[src/hw/nos_cfg.svh]
`ifndef NOS_CFG_SVH
`define NOS_CFG_SVH

// ----------------------------------------------------------------------------
// Timing
// ----------------------------------------------------------------------------
`define NOS_CLK_MHZ       250
`define NOS_TICK_US       1000
`define NOS_TICK_CYCLES   (`NOS_CLK_MHZ * `NOS_TICK_US)

// ----------------------------------------------------------------------------
// Limiter hysteresis and field widths
// ----------------------------------------------------------------------------
`define NOS_HYST_RPM      16'h00C8
`define NOS_RPM_W         16
`define NOS_MS_W          16
`define NOS_TP_W          8
`define NOS_SPK_W         8

`endif

[src/hw/nos_pkg.sv]
package nos_pkg;

  // --------------------------------------------------------------------------
  // Sequencer states
  // --------------------------------------------------------------------------
  typedef enum logic [2:0] {
    ST_IDLE,
    ST_ARMED,
    ST_WAIT,
    ST_TIMING,
    ST_OVERSPD,
    ST_DONE
  } seq_state_t;

endpackage : nos_pkg

[src/hw/stage_if.sv]
`timescale 1ns/1ps
`default_nettype none

// Carrier between sequencer and the per-stage timers
interface stage_if;
  logic       tick;      // One-millisecond strobe
  logic       run;       // Timers counting
  logic       clear;     // Restart timers from zero
  logic [1:0] elapsed;   // Per stage: delay reached

  modport seq   (output tick, output run, output clear, input elapsed);
  modport timer (input tick, input run, input clear, output elapsed);
endinterface : stage_if

`default_nettype wire

[src/hw/nitrous_stage_rev_limiter.sv]
`timescale 1ns/1ps
`default_nettype none
`include "nos_cfg.svh"

// Function
// - Two stages, each on after own delay
// - Enable closed at power-up needs off-on
// - Press arms; release waits to start both timers
// - Lamp lit while armed and ready
// - Delays count whole milliseconds
// - Subtract summed retard of active stages
// - Stage timers run independently
// - Timing waits for throttle and speed
// - Throttle at off angle shuts nitrous
// - Reaching maximum speed shuts nitrous
// - Over-speed re-enable after delay below max
// - Throttle lift ends nitrous for run
// - Stage held off below its minimum speed
// - Fuel cut above limit, resume -200
// - Fuel cut is total
// - Spark cut per event, resume -200
// - Module ignition type: no spark cut
// - Staging trigger cuts spark at staging speed
module nitrous_stage_rev_limiter #(
  parameter int TICK_CYCLES = `NOS_TICK_CYCLES
) (
  // Clock and reset
  input  wire logic                   i_clk,
  input  wire logic                   i_srst,
  // Switches
  input  wire logic                   i_nitrous_enable,
  input  wire logic                   i_arm_trigger,
  input  wire logic                   i_staging_trigger,
  input  wire logic                   i_module_ignition_type,
  // Sensors
  input  wire logic [`NOS_TP_W-1:0]   i_rel_throttle,
  input  wire logic [`NOS_RPM_W-1:0]  i_rpm,
  input  wire logic                   i_cyl_event,
  // Nitrous calibration
  input  wire logic [`NOS_TP_W-1:0]   i_on_throttle,
  input  wire logic [`NOS_TP_W-1:0]   i_off_throttle,
  input  wire logic [`NOS_RPM_W-1:0]  i_max_rpm,
  input  wire logic [`NOS_MS_W-1:0]   i_reenable_ms,
  input  wire logic [`NOS_RPM_W-1:0]  i_stage1_min_rpm,
  input  wire logic [`NOS_RPM_W-1:0]  i_stage2_min_rpm,
  input  wire logic [`NOS_MS_W-1:0]   i_stage1_delay_ms,
  input  wire logic [`NOS_MS_W-1:0]   i_stage2_delay_ms,
  input  wire logic [`NOS_SPK_W-1:0]  i_stage1_retard,
  input  wire logic [`NOS_SPK_W-1:0]  i_stage2_retard,
  // Limiter calibration
  input  wire logic [`NOS_RPM_W-1:0]  i_fuel_limit,
  input  wire logic [`NOS_RPM_W-1:0]  i_spark_limit,
  input  wire logic [`NOS_RPM_W-1:0]  i_staging_rpm,
  // Injector and coil requests from base strategy
  input  wire logic                   i_inj_req,
  input  wire logic                   i_coil_req,
  // Nitrous outputs
  output logic                        o_stage1_relay,
  output logic                        o_stage2_relay,
  output logic                        o_lamp,
  output logic [`NOS_SPK_W:0]         o_retard,
  // Limiter outputs
  output logic                        o_inj_drive,
  output logic                        o_fuel_cut_flag,
  output logic                        o_coil_fire,
  output logic                        o_spark_cut_flag
);

  if (TICK_CYCLES < 2) begin : g_bad_tick
    $error("TICK_CYCLES must be at least 2");
  end

  // --------------------------------------------------------------------------
  // Millisecond tick
  // --------------------------------------------------------------------------
  logic [31:0] tick_cnt;   // Cycle prescaler
  logic        ms_tick;    // One-cycle pulse every ms

  // Free-running divider; a ms may start mid-count, so delays are +0/-1 ms
  always_ff @(posedge i_clk) begin
    if (i_srst) begin
      tick_cnt <= '0;
      ms_tick  <= 1'b0;
    end else if (tick_cnt == 32'(TICK_CYCLES - 1)) begin
      tick_cnt <= '0;
      ms_tick  <= 1'b1;
    end else begin
      tick_cnt <= tick_cnt + 32'h0000_0001;
      ms_tick  <= 1'b0;
    end
  end

  // --------------------------------------------------------------------------
  // Enable switch power-up guard
  // --------------------------------------------------------------------------
  logic enable_seen_off;   // Enable has been open since reset

  // Arming is refused until the switch is seen open once
  always_ff @(posedge i_clk) begin
    if (i_srst) begin
      enable_seen_off <= 1'b0;
    end else if (!i_nitrous_enable) begin
      enable_seen_off <= 1'b1;
    end
  end

  logic sys_enabled;
  assign sys_enabled = i_nitrous_enable && enable_seen_off;

  // --------------------------------------------------------------------------
  // Shared conditions
  // --------------------------------------------------------------------------
  logic tp_on_ok;     // Throttle above on angle
  logic tp_lift;      // Throttle at or below off angle
  logic overspeed;    // At or above max speed
  assign tp_on_ok  = i_rel_throttle > i_on_throttle;
  assign tp_lift   = i_rel_throttle <= i_off_throttle;
  assign overspeed = i_rpm >= i_max_rpm;

  // Lowest stage minimum gates the start of timing
  logic [`NOS_RPM_W-1:0] min_rpm;
  assign min_rpm = (i_stage1_min_rpm < i_stage2_min_rpm) ? i_stage1_min_rpm
                                                         : i_stage2_min_rpm;

  // --------------------------------------------------------------------------
  // Stage timers
  // --------------------------------------------------------------------------
  stage_if sif ();
  nos_pkg::seq_state_t state;
  nos_pkg::seq_state_t next_state;
  logic                timers_clear;

  assign sif.tick  = ms_tick;
  assign sif.run   = (state == nos_pkg::ST_TIMING);
  assign sif.clear = timers_clear;

  stage_timers #(
    .NSTAGE (2)
  ) u_timers (
    .i_clk      (i_clk),
    .i_srst     (i_srst),
    .i_delay_ms ({i_stage2_delay_ms, i_stage1_delay_ms}),
    .sif        (sif)
  );

  // --------------------------------------------------------------------------
  // Re-enable delay after over-speed
  // --------------------------------------------------------------------------
  logic [`NOS_MS_W-1:0] reen_cnt;   // Ms spent below max speed
  logic                 reen_done;
  assign reen_done = reen_cnt >= i_reenable_ms;

  // Counts only below max; restarts on any new over-speed
  always_ff @(posedge i_clk) begin
    if (i_srst || state != nos_pkg::ST_OVERSPD || overspeed) begin
      reen_cnt <= '0;
    end else if (ms_tick && !reen_done) begin
      reen_cnt <= reen_cnt + 16'h0001;
    end
  end

  // --------------------------------------------------------------------------
  // Sequencer next state
  // --------------------------------------------------------------------------
  always_comb begin
    next_state   = state;
    timers_clear = 1'b0;
    case (state)
      nos_pkg::ST_IDLE: begin
        if (sys_enabled && i_arm_trigger) begin
          next_state = nos_pkg::ST_ARMED;
        end
      end
      nos_pkg::ST_ARMED: begin
        timers_clear = 1'b1;
        if (!sys_enabled) begin
          next_state = nos_pkg::ST_IDLE;
        end else if (!i_arm_trigger) begin
          next_state = nos_pkg::ST_WAIT;
        end
      end
      nos_pkg::ST_WAIT: begin
        // Start only once throttle and speed qualify
        if (!sys_enabled) begin
          next_state = nos_pkg::ST_IDLE;
        end else if (tp_on_ok && i_rpm > min_rpm && !overspeed) begin
          next_state = nos_pkg::ST_TIMING;
        end
      end
      nos_pkg::ST_TIMING: begin
        if (!sys_enabled) begin
          next_state = nos_pkg::ST_IDLE;
        end else if (tp_lift) begin
          next_state = nos_pkg::ST_DONE;
        end else if (overspeed) begin
          next_state = nos_pkg::ST_OVERSPD;
        end
      end
      nos_pkg::ST_OVERSPD: begin
        // Timers keep their state so stages come back together
        if (!sys_enabled) begin
          next_state = nos_pkg::ST_IDLE;
        end else if (tp_lift) begin
          next_state = nos_pkg::ST_DONE;
        end else if (!overspeed && reen_done) begin
          next_state = nos_pkg::ST_TIMING;
        end
      end
      nos_pkg::ST_DONE: begin
        // Run over until the enable switch is opened
        timers_clear = 1'b1;
        if (!i_nitrous_enable) begin
          next_state = nos_pkg::ST_IDLE;
        end
      end
      default: begin
        next_state = nos_pkg::ST_IDLE;
      end
    endcase
  end

  // Sequencer state register
  always_ff @(posedge i_clk) begin
    if (i_srst) begin
      state <= nos_pkg::ST_IDLE;
    end else begin
      state <= next_state;
    end
  end

  // --------------------------------------------------------------------------
  // Stage outputs and retard
  // --------------------------------------------------------------------------
  logic next_s1;   // Stage 1 may be on
  logic next_s2;   // Stage 2 may be on
  assign next_s1 = (next_state == nos_pkg::ST_TIMING) && sif.elapsed[0]
                   && (i_rpm >= i_stage1_min_rpm);
  assign next_s2 = (next_state == nos_pkg::ST_TIMING) && sif.elapsed[1]
                   && (i_rpm >= i_stage2_min_rpm);

  // Relays follow latched timer result until shutoff
  always_ff @(posedge i_clk) begin
    if (i_srst) begin
      o_stage1_relay <= 1'b0;
      o_stage2_relay <= 1'b0;
    end else begin
      o_stage1_relay <= next_s1;
      o_stage2_relay <= next_s2;
    end
  end

  // Sum of active retards, one bit wider to never wrap
  always_ff @(posedge i_clk) begin
    if (i_srst) begin
      o_retard <= '0;
    end else begin
      o_retard <= (next_s1 ? {1'b0, i_stage1_retard} : 9'h000)
                + (next_s2 ? {1'b0, i_stage2_retard} : 9'h000);
    end
  end

  // Lamp while armed and waiting to fire
  always_ff @(posedge i_clk) begin
    if (i_srst) begin
      o_lamp <= 1'b0;
    end else begin
      o_lamp <= (next_state == nos_pkg::ST_ARMED)
             || (next_state == nos_pkg::ST_WAIT);
    end
  end

  // --------------------------------------------------------------------------
  // Fuel limiter
  // --------------------------------------------------------------------------
  logic fuel_cut;
  logic next_fuel_cut;
  always_comb begin
    next_fuel_cut = fuel_cut;
    if (i_rpm > i_fuel_limit) begin
      next_fuel_cut = 1'b1;
    end else if (i_rpm <= i_fuel_limit - `NOS_HYST_RPM) begin
      next_fuel_cut = 1'b0;
    end
  end

  // Cut is all or nothing; no lean-out
  always_ff @(posedge i_clk) begin
    if (i_srst) begin
      fuel_cut        <= 1'b0;
      o_fuel_cut_flag <= 1'b0;
      o_inj_drive     <= 1'b0;
    end else begin
      fuel_cut        <= next_fuel_cut;
      o_fuel_cut_flag <= next_fuel_cut;
      o_inj_drive     <= i_inj_req && !next_fuel_cut;
    end
  end

  // --------------------------------------------------------------------------
  // Spark and staging limiters, decided once per cylinder event
  // --------------------------------------------------------------------------
  logic spark_cut;   // Hysteretic rev limit state
  logic stage_cut;   // Staging limiter decision for this event
  always_ff @(posedge i_clk) begin
    if (i_srst || i_module_ignition_type) begin
      spark_cut <= 1'b0;
      stage_cut <= 1'b0;
    end else if (i_cyl_event) begin
      if (i_rpm > i_spark_limit) begin
        spark_cut <= 1'b1;
      end else if (i_rpm <= i_spark_limit - `NOS_HYST_RPM) begin
        spark_cut <= 1'b0;
      end
      stage_cut <= i_staging_trigger && (i_rpm > i_staging_rpm);
    end
  end

  // Coil gating; module ignition never sees a cut
  always_ff @(posedge i_clk) begin
    if (i_srst) begin
      o_coil_fire      <= 1'b0;
      o_spark_cut_flag <= 1'b0;
    end else begin
      o_coil_fire      <= i_coil_req && !spark_cut && !stage_cut;
      o_spark_cut_flag <= spark_cut;
    end
  end

endmodule : nitrous_stage_rev_limiter

`default_nettype wire

[src/hw/stage_timers.sv]
`timescale 1ns/1ps
`default_nettype none
`include "nos_cfg.svh"

// Two independent millisecond counters sharing one start
module stage_timers #(
  parameter int NSTAGE = 2
) (
  // Clock and reset
  input  wire logic                    i_clk,
  input  wire logic                    i_srst,
  // Programmed delays, stage 0 in low bits
  input  wire logic [NSTAGE*`NOS_MS_W-1:0] i_delay_ms,
  // Sequencer side
  stage_if.timer                       sif
);

  // Refused at elaboration: the carrier holds exactly two stages
  if (NSTAGE != 2) begin : g_bad_nstage
    $error("stage_timers: NSTAGE must be 2");
  end

  // --------------------------------------------------------------------------
  // One counter per stage
  // --------------------------------------------------------------------------
  genvar g;
  generate
    for (g = 0; g < NSTAGE; g++) begin : g_stage
      logic [`NOS_MS_W-1:0] cnt;   // Milliseconds since start
      logic                 done;  // Delay reached, held

      // Count ms ticks; stages never see each other
      always_ff @(posedge i_clk) begin
        if (i_srst || sif.clear) begin
          cnt  <= '0;
          done <= 1'b0;
        end else if (sif.run) begin
          if (cnt >= i_delay_ms[g*`NOS_MS_W +: `NOS_MS_W]) begin
            done <= 1'b1;
          end else if (sif.tick) begin
            cnt <= cnt + 16'h0001;
          end
        end
      end
      assign sif.elapsed[g] = done;
    end
  endgenerate

endmodule : stage_timers

`default_nettype wire
[config.mk]
export PLATFORM = sky130hd
export DESIGN_NAME = nitrous_stage_rev_limiter
export DESIGN_NICKNAME = d
export VERILOG_FILES = /design/src/hw/nos_pkg.sv /design/src/hw/stage_if.sv /design/src/hw/nitrous_stage_rev_limiter.sv /design/src/hw/stage_timers.sv
export VERILOG_INCLUDE_DIRS = /design/src /design/src/hw
export SDC_FILE = /design/constraint.sdc
export NUM_CORES = 1
export LEC_CHECK = 0
export BUFFER_PORTS_ARGS = -buffer_cell sky130_fd_sc_hd__buf_4
export CAP_MARGIN = 20
export CORE_MARGIN = 2
export CORE_UTILIZATION = 40
export DETAILED_ROUTE_END_ITERATION = 10
export SETUP_SLACK_MARGIN = 0.2
export SYNTH_ARGS = -nofsm -noshare
export SYNTH_HDL_FRONTEND = slang
export SYNTH_HIERARCHICAL = 1
export SYNTH_SLANG_ARGS = --single-unit
[constraint.sdc]
create_clock -name i_clk -period 6.9 [get_ports i_clk]
set_clock_uncertainty 0.1 [all_clocks]
set_input_delay 2.07 -clock i_clk [delete_from_list [all_inputs] [get_ports i_clk]]
set_output_delay 2.07 -clock i_clk [all_outputs]
set_load 0.01 [all_outputs]
Yosys cells after proc, flatten, opt, wreduce, memory -nomap -nowiden:

Index checks and enable logic that the tools add are counted.

* register bits: 105
* word-level logic and storage cells: 108

* add/subtract/negate cells: 7
* magnitude comparators: 15
* equality and inequality tests: 10
* muxes and demuxes: 22
* bitwise operators: 2
* reduce and logical (&&, ||, !) cells: 33

Operators with widths (number)
* $ge 16x16->1: 6
* $gt 16x16->1: 4
* $add 16x1->16 const B: 3
* $mux 3: 12
* $add 32x1->32 const B: 1
* $eq 32x18->1 const B: 1
* $le 16x16->1: 2
* $sub 16x8->16 const B: 2
* $pmux 3 s6: 1
* $lt 16x16->1: 1
* $mux 16: 1
* $mux 8: 2
* $logic_and 1x1->1: 14
* $eq 3x2->1 const B: 4
* $add 8x8->9: 1
* $gt 8x8->1: 1
* $le 8x8->1: 1
* $eq 3x1->1 const B: 2
* $eq 3x3->1 const B: 2
* $mux 1: 6
* $reduce_and 2->1: 3
* $reduce_and 3->1: 2
* $logic_not 1->1: 5
* $logic_or 1x1->1: 5
* 5 further kinds: 7

Logic depth before layout (Yosys ltp):

* depth in word-level cells: 13
* gate-level depth with buffers: 30
* mapped depth without buffers: 29

Modules after synthesis:

Netlist, hierarchy kept.

Modules (own cells, without submodules)
* nitrous_stage_rev_limiter: times used 1, cells each 1053, area an instance 8388.0 um2, seq. area each 1421.4 um2
* stage_timers: times used 1, cells each 294, area an instance 2436.1 um2, seq. area each 680.7 um2

Least setup slack after synthesis:

No wires, ideal clock.

* path type: input port to flip-flop
* start: input i_stage2_min_rpm[9]
* end: register o_retard[7]
* setup time: 128 ps
* arrival time: 6679 ps
* required time: 6672 ps
* slack: -6 ps
* cell stages on the path: 28
* buffers on the path: 1
* cell sequence: inv_1 > ha_1 > a21o_1 > a21o_1 > a21oi_1 > o31ai_1 > o21ai_1 > o21ai_2 > buf_2 > mux2i_1 > ha_1 > a21oi_1 > o21ai_0 > a221o_1 > a211o_1 > o311ai_1 > a32oi_2 > o2111a_2 > and2_1 > ha_1 > a21o_1 > a21oi_1 > o21bai_1 > a21oi_1 > o21bai_1 > a21oi_1 > xor2_1 > nor2_1

* cells in the longest elaborated chain, start to end: 13
* elaborated cells between the ends (all ways): 17
* classes of those cells: 1 x add/sub; 3 x order compare; 1 x eq/ne; 6 x mux; 6 x reduce/logical

Ends and longest elaborated chain
* from (decl): RTL line nitrous_stage_rev_limiter.sv:45 `` input wire logic [`NOS_RPM_W-1:0] i_stage2_min_rpm, ``
* $lt 16x16->1: RTL line nitrous_stage_rev_limiter.sv:122 `assign min_rpm = (i_stage1_min_rpm < i_stage2_min_rpm) ? i_stage1_min_rpm`
* $mux 16: RTL line nitrous_stage_rev_limiter.sv:122
* $gt 16x16->1: RTL line nitrous_stage_rev_limiter.sv:186 `end else if (tp_on_ok && i_rpm > min_rpm && !overspeed) begin`
* $logic_and 1x1->1 (2 in series): RTL line nitrous_stage_rev_limiter.sv:186
* $mux 3: RTL line nitrous_stage_rev_limiter.sv:186
* $mux 3: RTL line nitrous_stage_rev_limiter.sv:184 `if (!sys_enabled) begin`
* $pmux 3 s6: RTL line nitrous_stage_rev_limiter.sv:168 `case (state)`
* $eq 3x2->1: RTL line nitrous_stage_rev_limiter.sv:236, nitrous_stage_rev_limiter.sv:238
* $logic_and 1x1->1, on equally long branches: RTL line nitrous_stage_rev_limiter.sv:236, nitrous_stage_rev_limiter.sv:238
* $logic_and 1x1->1, on equally long branches: RTL line nitrous_stage_rev_limiter.sv:237, nitrous_stage_rev_limiter.sv:239
* $mux 8, on equally long branches: RTL line nitrous_stage_rev_limiter.sv:257, nitrous_stage_rev_limiter.sv:258
* $add 8x8->9 (*): RTL line nitrous_stage_rev_limiter.sv:258 `+ (next_s2 ? {1'b0, i_stage2_retard} : 9'h000);`
* to (signal assigned): RTL line nitrous_stage_rev_limiter.sv:257 `o_retard <= (next_s1 ? {1'b0, i_stage1_retard} : 9'h000)`
* to (decl): RTL line nitrous_stage_rev_limiter.sv:61 `` output logic [`NOS_SPK_W:0] o_retard, ``

Every way passes the cells marked *; elsewhere a longest branch is shown, timed or not.
A chain may end at the register's enable or synchronous reset.

Worst setup path after layout:

Ends and elaborated chain as after synthesis.

==> flow_metrics.tcl <==
set metrics [dict create \
    status "finished, final reports clean" \
    clk_latency_ns 0.35 \
    cts_sinks 105 \
    grt_pass1_vias 9761 \
    grt_overflow_total 0 \
    port_buffers 224 \
    ctsHoldBuffers 0 \
    synth.distinct_cells 84 \
    cap_violations 0 \
    post-place-ws_ns -0.296 \
    cts.htree.levels 3 \
    p_comb_frac 0.293 \
    worstPathRequired_ns 7.03 \
    fin_ws_ns 0.261 \
    critical-path-top-delay-family "compound AO/OA/AOI/OAI gates" \
    yosysTopAreaCell "ha_1" \
    antenna_found_initial 6 \
    timing.critical_path.buf_inv 5 \
    hpwl_um 23800 \
    cts_tree "built" \
    clock_path_buffers 2 \
    synth_common_cells "ha_1 (231), inv_1 (172), nor2_1 (135), dfxtp_1 (105), nand2_1 (87)" \
    ys_seq_area_frac 0.194 \
    multiInputGateArea_um2 8180 \
    place.gp.congestion 0.855 \
    cp_slowest_cell "a211o_1" \
    p_sw_w 0.000488 \
    final_nets 2039 \
    die_area_um2 28400 \
    hold_class "reg2reg" \
    start_util 0.405 \
    synth.most_common_cell "ha_1" \
    drtIter0Drc 349 \
    regArea_um2 2100 \
    totalWireLength_um 29200 \
    synth.area.top_cells "ha_1 (27%), dfxtp_1 (19%), inv_1 (6.0%)" \
    die_y_um 169 \
    drcViolationCount 0 \
    fin_crit_ns 6.64 \
    synth-seq-cells 105 \
    p_per_area_nw_per_um2 119 \
    clk_pin_slew_ns 0.08 \
    peakVddDrop_uv 142 \
    switching_share 0.301 \
    grt_max_degree 33 \
    p_clk_frac 0.330 \
    ys_warn_count 6 \
    critPathMaxFanout 7 \
    vias 10100 \
    setup_viol 0 \
    dr.pass1.iters 4 \
    timing.final.crit_share 0.962 \
    nFillCells 2586 \
    synth_ff_type "dfxtp_1" \
    totalNegativeSetupSlack_ns 0 \
    drtAntennaViolNets 0 \
    rsz0062_at_grt "yes" \
    netlist_instances 1347 \
    synthArstFlopShare 0 \
    slew_headroom 0.391 \
    synth_top_cell_area_share 0.267 \
    clock.fmax_mhz 151 \
    core_region_area_um2 26700 \
    hold_violations 0 \
    drive_gt1_frac 0.219 \
    io_pins 225 \
    grt_pass1_wl_um 47000 \
    start_kind "primary input" \
    clock-root-buffer "clkbuf_16" \
    avgSynthCellArea_um2 8.04 \
    slowest_delay_ns 0.35 \
    power_frac_seq 0.378 \
    netlist_area_um2 10800 \
    areaGrowthSynthToFinish_pct 26.1 \
    die_x_um 169 \
    cts_made_buffers 9 \
    criticalPathCategory "in2reg" \
    synth_nets 1788 \
    crit_path_end_kind "flip-flop" \
    vias_per_cell 5.19 \
    final_util 0.511 \
    slew_violations 0 \
    post_drt_wl_per_cell_um 15.0 \
    p_int_w 0.00113 \
    worst_pin_slew_ns 0.913 \
    leakagePower_nw 6.64 \
    synth_edf_count 0 \
    crit_arrival_ns 6.76 \
    rows 60 \
    grt_usage 0.203 \
]
==> power by group through the flow <==
| stage | Clock [W] | Combinational [W] | Sequential (W) |
|---|---|---|---|
| floorplan | 0 | 0.000256 | 0.000627 |
| global placement | 0 | 0.000447 | 0.000627 |
| detailed placement | 0 | 0.000457 | 0.000627 |
| CTS | 0.000553 | 0.000465 | 0.000613 |
| global route | 0.000583 | 0.000539 | 0.000613 |
| finish | 0.000535 | 0.000475 | 0.000613 |
==> stage by stage <==
| stage | hold slack (ns) | power, W | std cells | instance area, µm² |
|---|---|---|---|---|
| 2_1_floorplan | 0.301 | 0.000883 | 1347 | 10900 |
| 3_3_place_gp | 0.338 | 0.00107 | 1917 | 13000 |
| 3_5_place_dp | 0.331 | 0.00108 | 1917 | 13000 |
| 4_1_cts | 0.341 | 0.00163 | 1938 | 13400 |
| 5_1_grt | 0.364 | 0.00174 | 1949 | 13600 |
| 6_report | 0.341 | 0.00162 | 1949 | 13600 |
==> logic make-up after synthesis <==
family	Yosys count	share of synthesized area
XOR/XNOR	86	0.0696
adder cells (fa/ha/maj)	232	0.269
flip-flops	105	0.194
AO/OA/AOI/OAI	251	0.159
buffers and inverters	191	0.0685
multiplexers	21	0.0195
AND/OR/NAND/NOR	461	0.220
==> registers in the layout (all words and copies together) (netlist names) <==
name and count:
o_inj_drive 1, spark_cut 1, u_timers/g_stage.done 2, reen_cnt 16
state 3, u_timers/g_stage.cnt 32, ms_tick 1, o_lamp 1
o_stage1_relay 1, o_spark_cut_flag 1, o_coil_fire 1, fuel_cut 1
o_retard 9, tick_cnt 32, o_stage2_relay 1, enable_seen_off 1
stage_cut 1
==> cells in the final DEF, fill, tap and decap left out, types with 6 or more instances in the layout <==
cell,count
xor2_1,31
ha_4,7
a211o_1,6
nand3_1,45
a211oi_1,9
nand2b_1,9
o21a_1,6
nand4_1,44
nor4_1,11
a21o_1,31
o21ai_0,42
and2_1,12
mux2i_1,16
a21oi_2,8
dfxtp_1,105
nor2_1,134
or3_1,13
and3_1,11
nor2b_1,21
inv_1,169
nor2_2,6
ha_1,224
nor3_1,19
buf_4,252
a21oi_1,78
nand2_1,87
a21boi_0,6
clkbuf_16,9
xnor2_1,55
==> final timing paths <==
path,start,end,slack (ns),depth (start not counted)
max,i_stage2_min_rpm[9],o_retard[7]$_SDFF_PP0_,0.26,28
min,stage_cut$_SDFFE_PP0P_,o_coil_fire$_SDFF_PP0_,0.34,1
max reg2reg,reen_cnt[15]$_SDFFE_PP0P_,o_retard[4]$_SDFF_PP0_,2.91,19
min reg2reg,stage_cut$_SDFFE_PP0P_,o_coil_fire$_SDFF_PP0_,0.34,1
==> layout make-up <==
| class | count | share of cell area |
|---|---|---|
| Clock buffer | 10 | 0.0168 |
| Multi-Input combinational cell | 1051 | 0.600 |
| Antenna cell | 5 | 0.000917 |
| Tap cell | 341 | 0.0313 |
| Inverter | 173 | 0.0481 |
| Timing Repair Buffer | 258 | 0.144 |
| Clock inverter | 6 | 0.00541 |
| Sequential cell | 105 | 0.154 |
==> repair_timing <==
action	4_1_cts	5_1_grt
setup endpoints to repair	3	5
setup buffers	5	6
pin swaps	14	43
resized for setup	12	36
==> routing by layer <==
layer | vias up | wire length, µm | track usage
li1 | 5246 | - | -
met4 | 2 | 767 | 0.0641
met5 | - | 16 | 0
met1 | 4605 | 13100 | 0.248
met3 | 46 | 1510 | 0.0447
met2 | 210 | 13800 | 0.356
(Power assumes the default switching activity.)
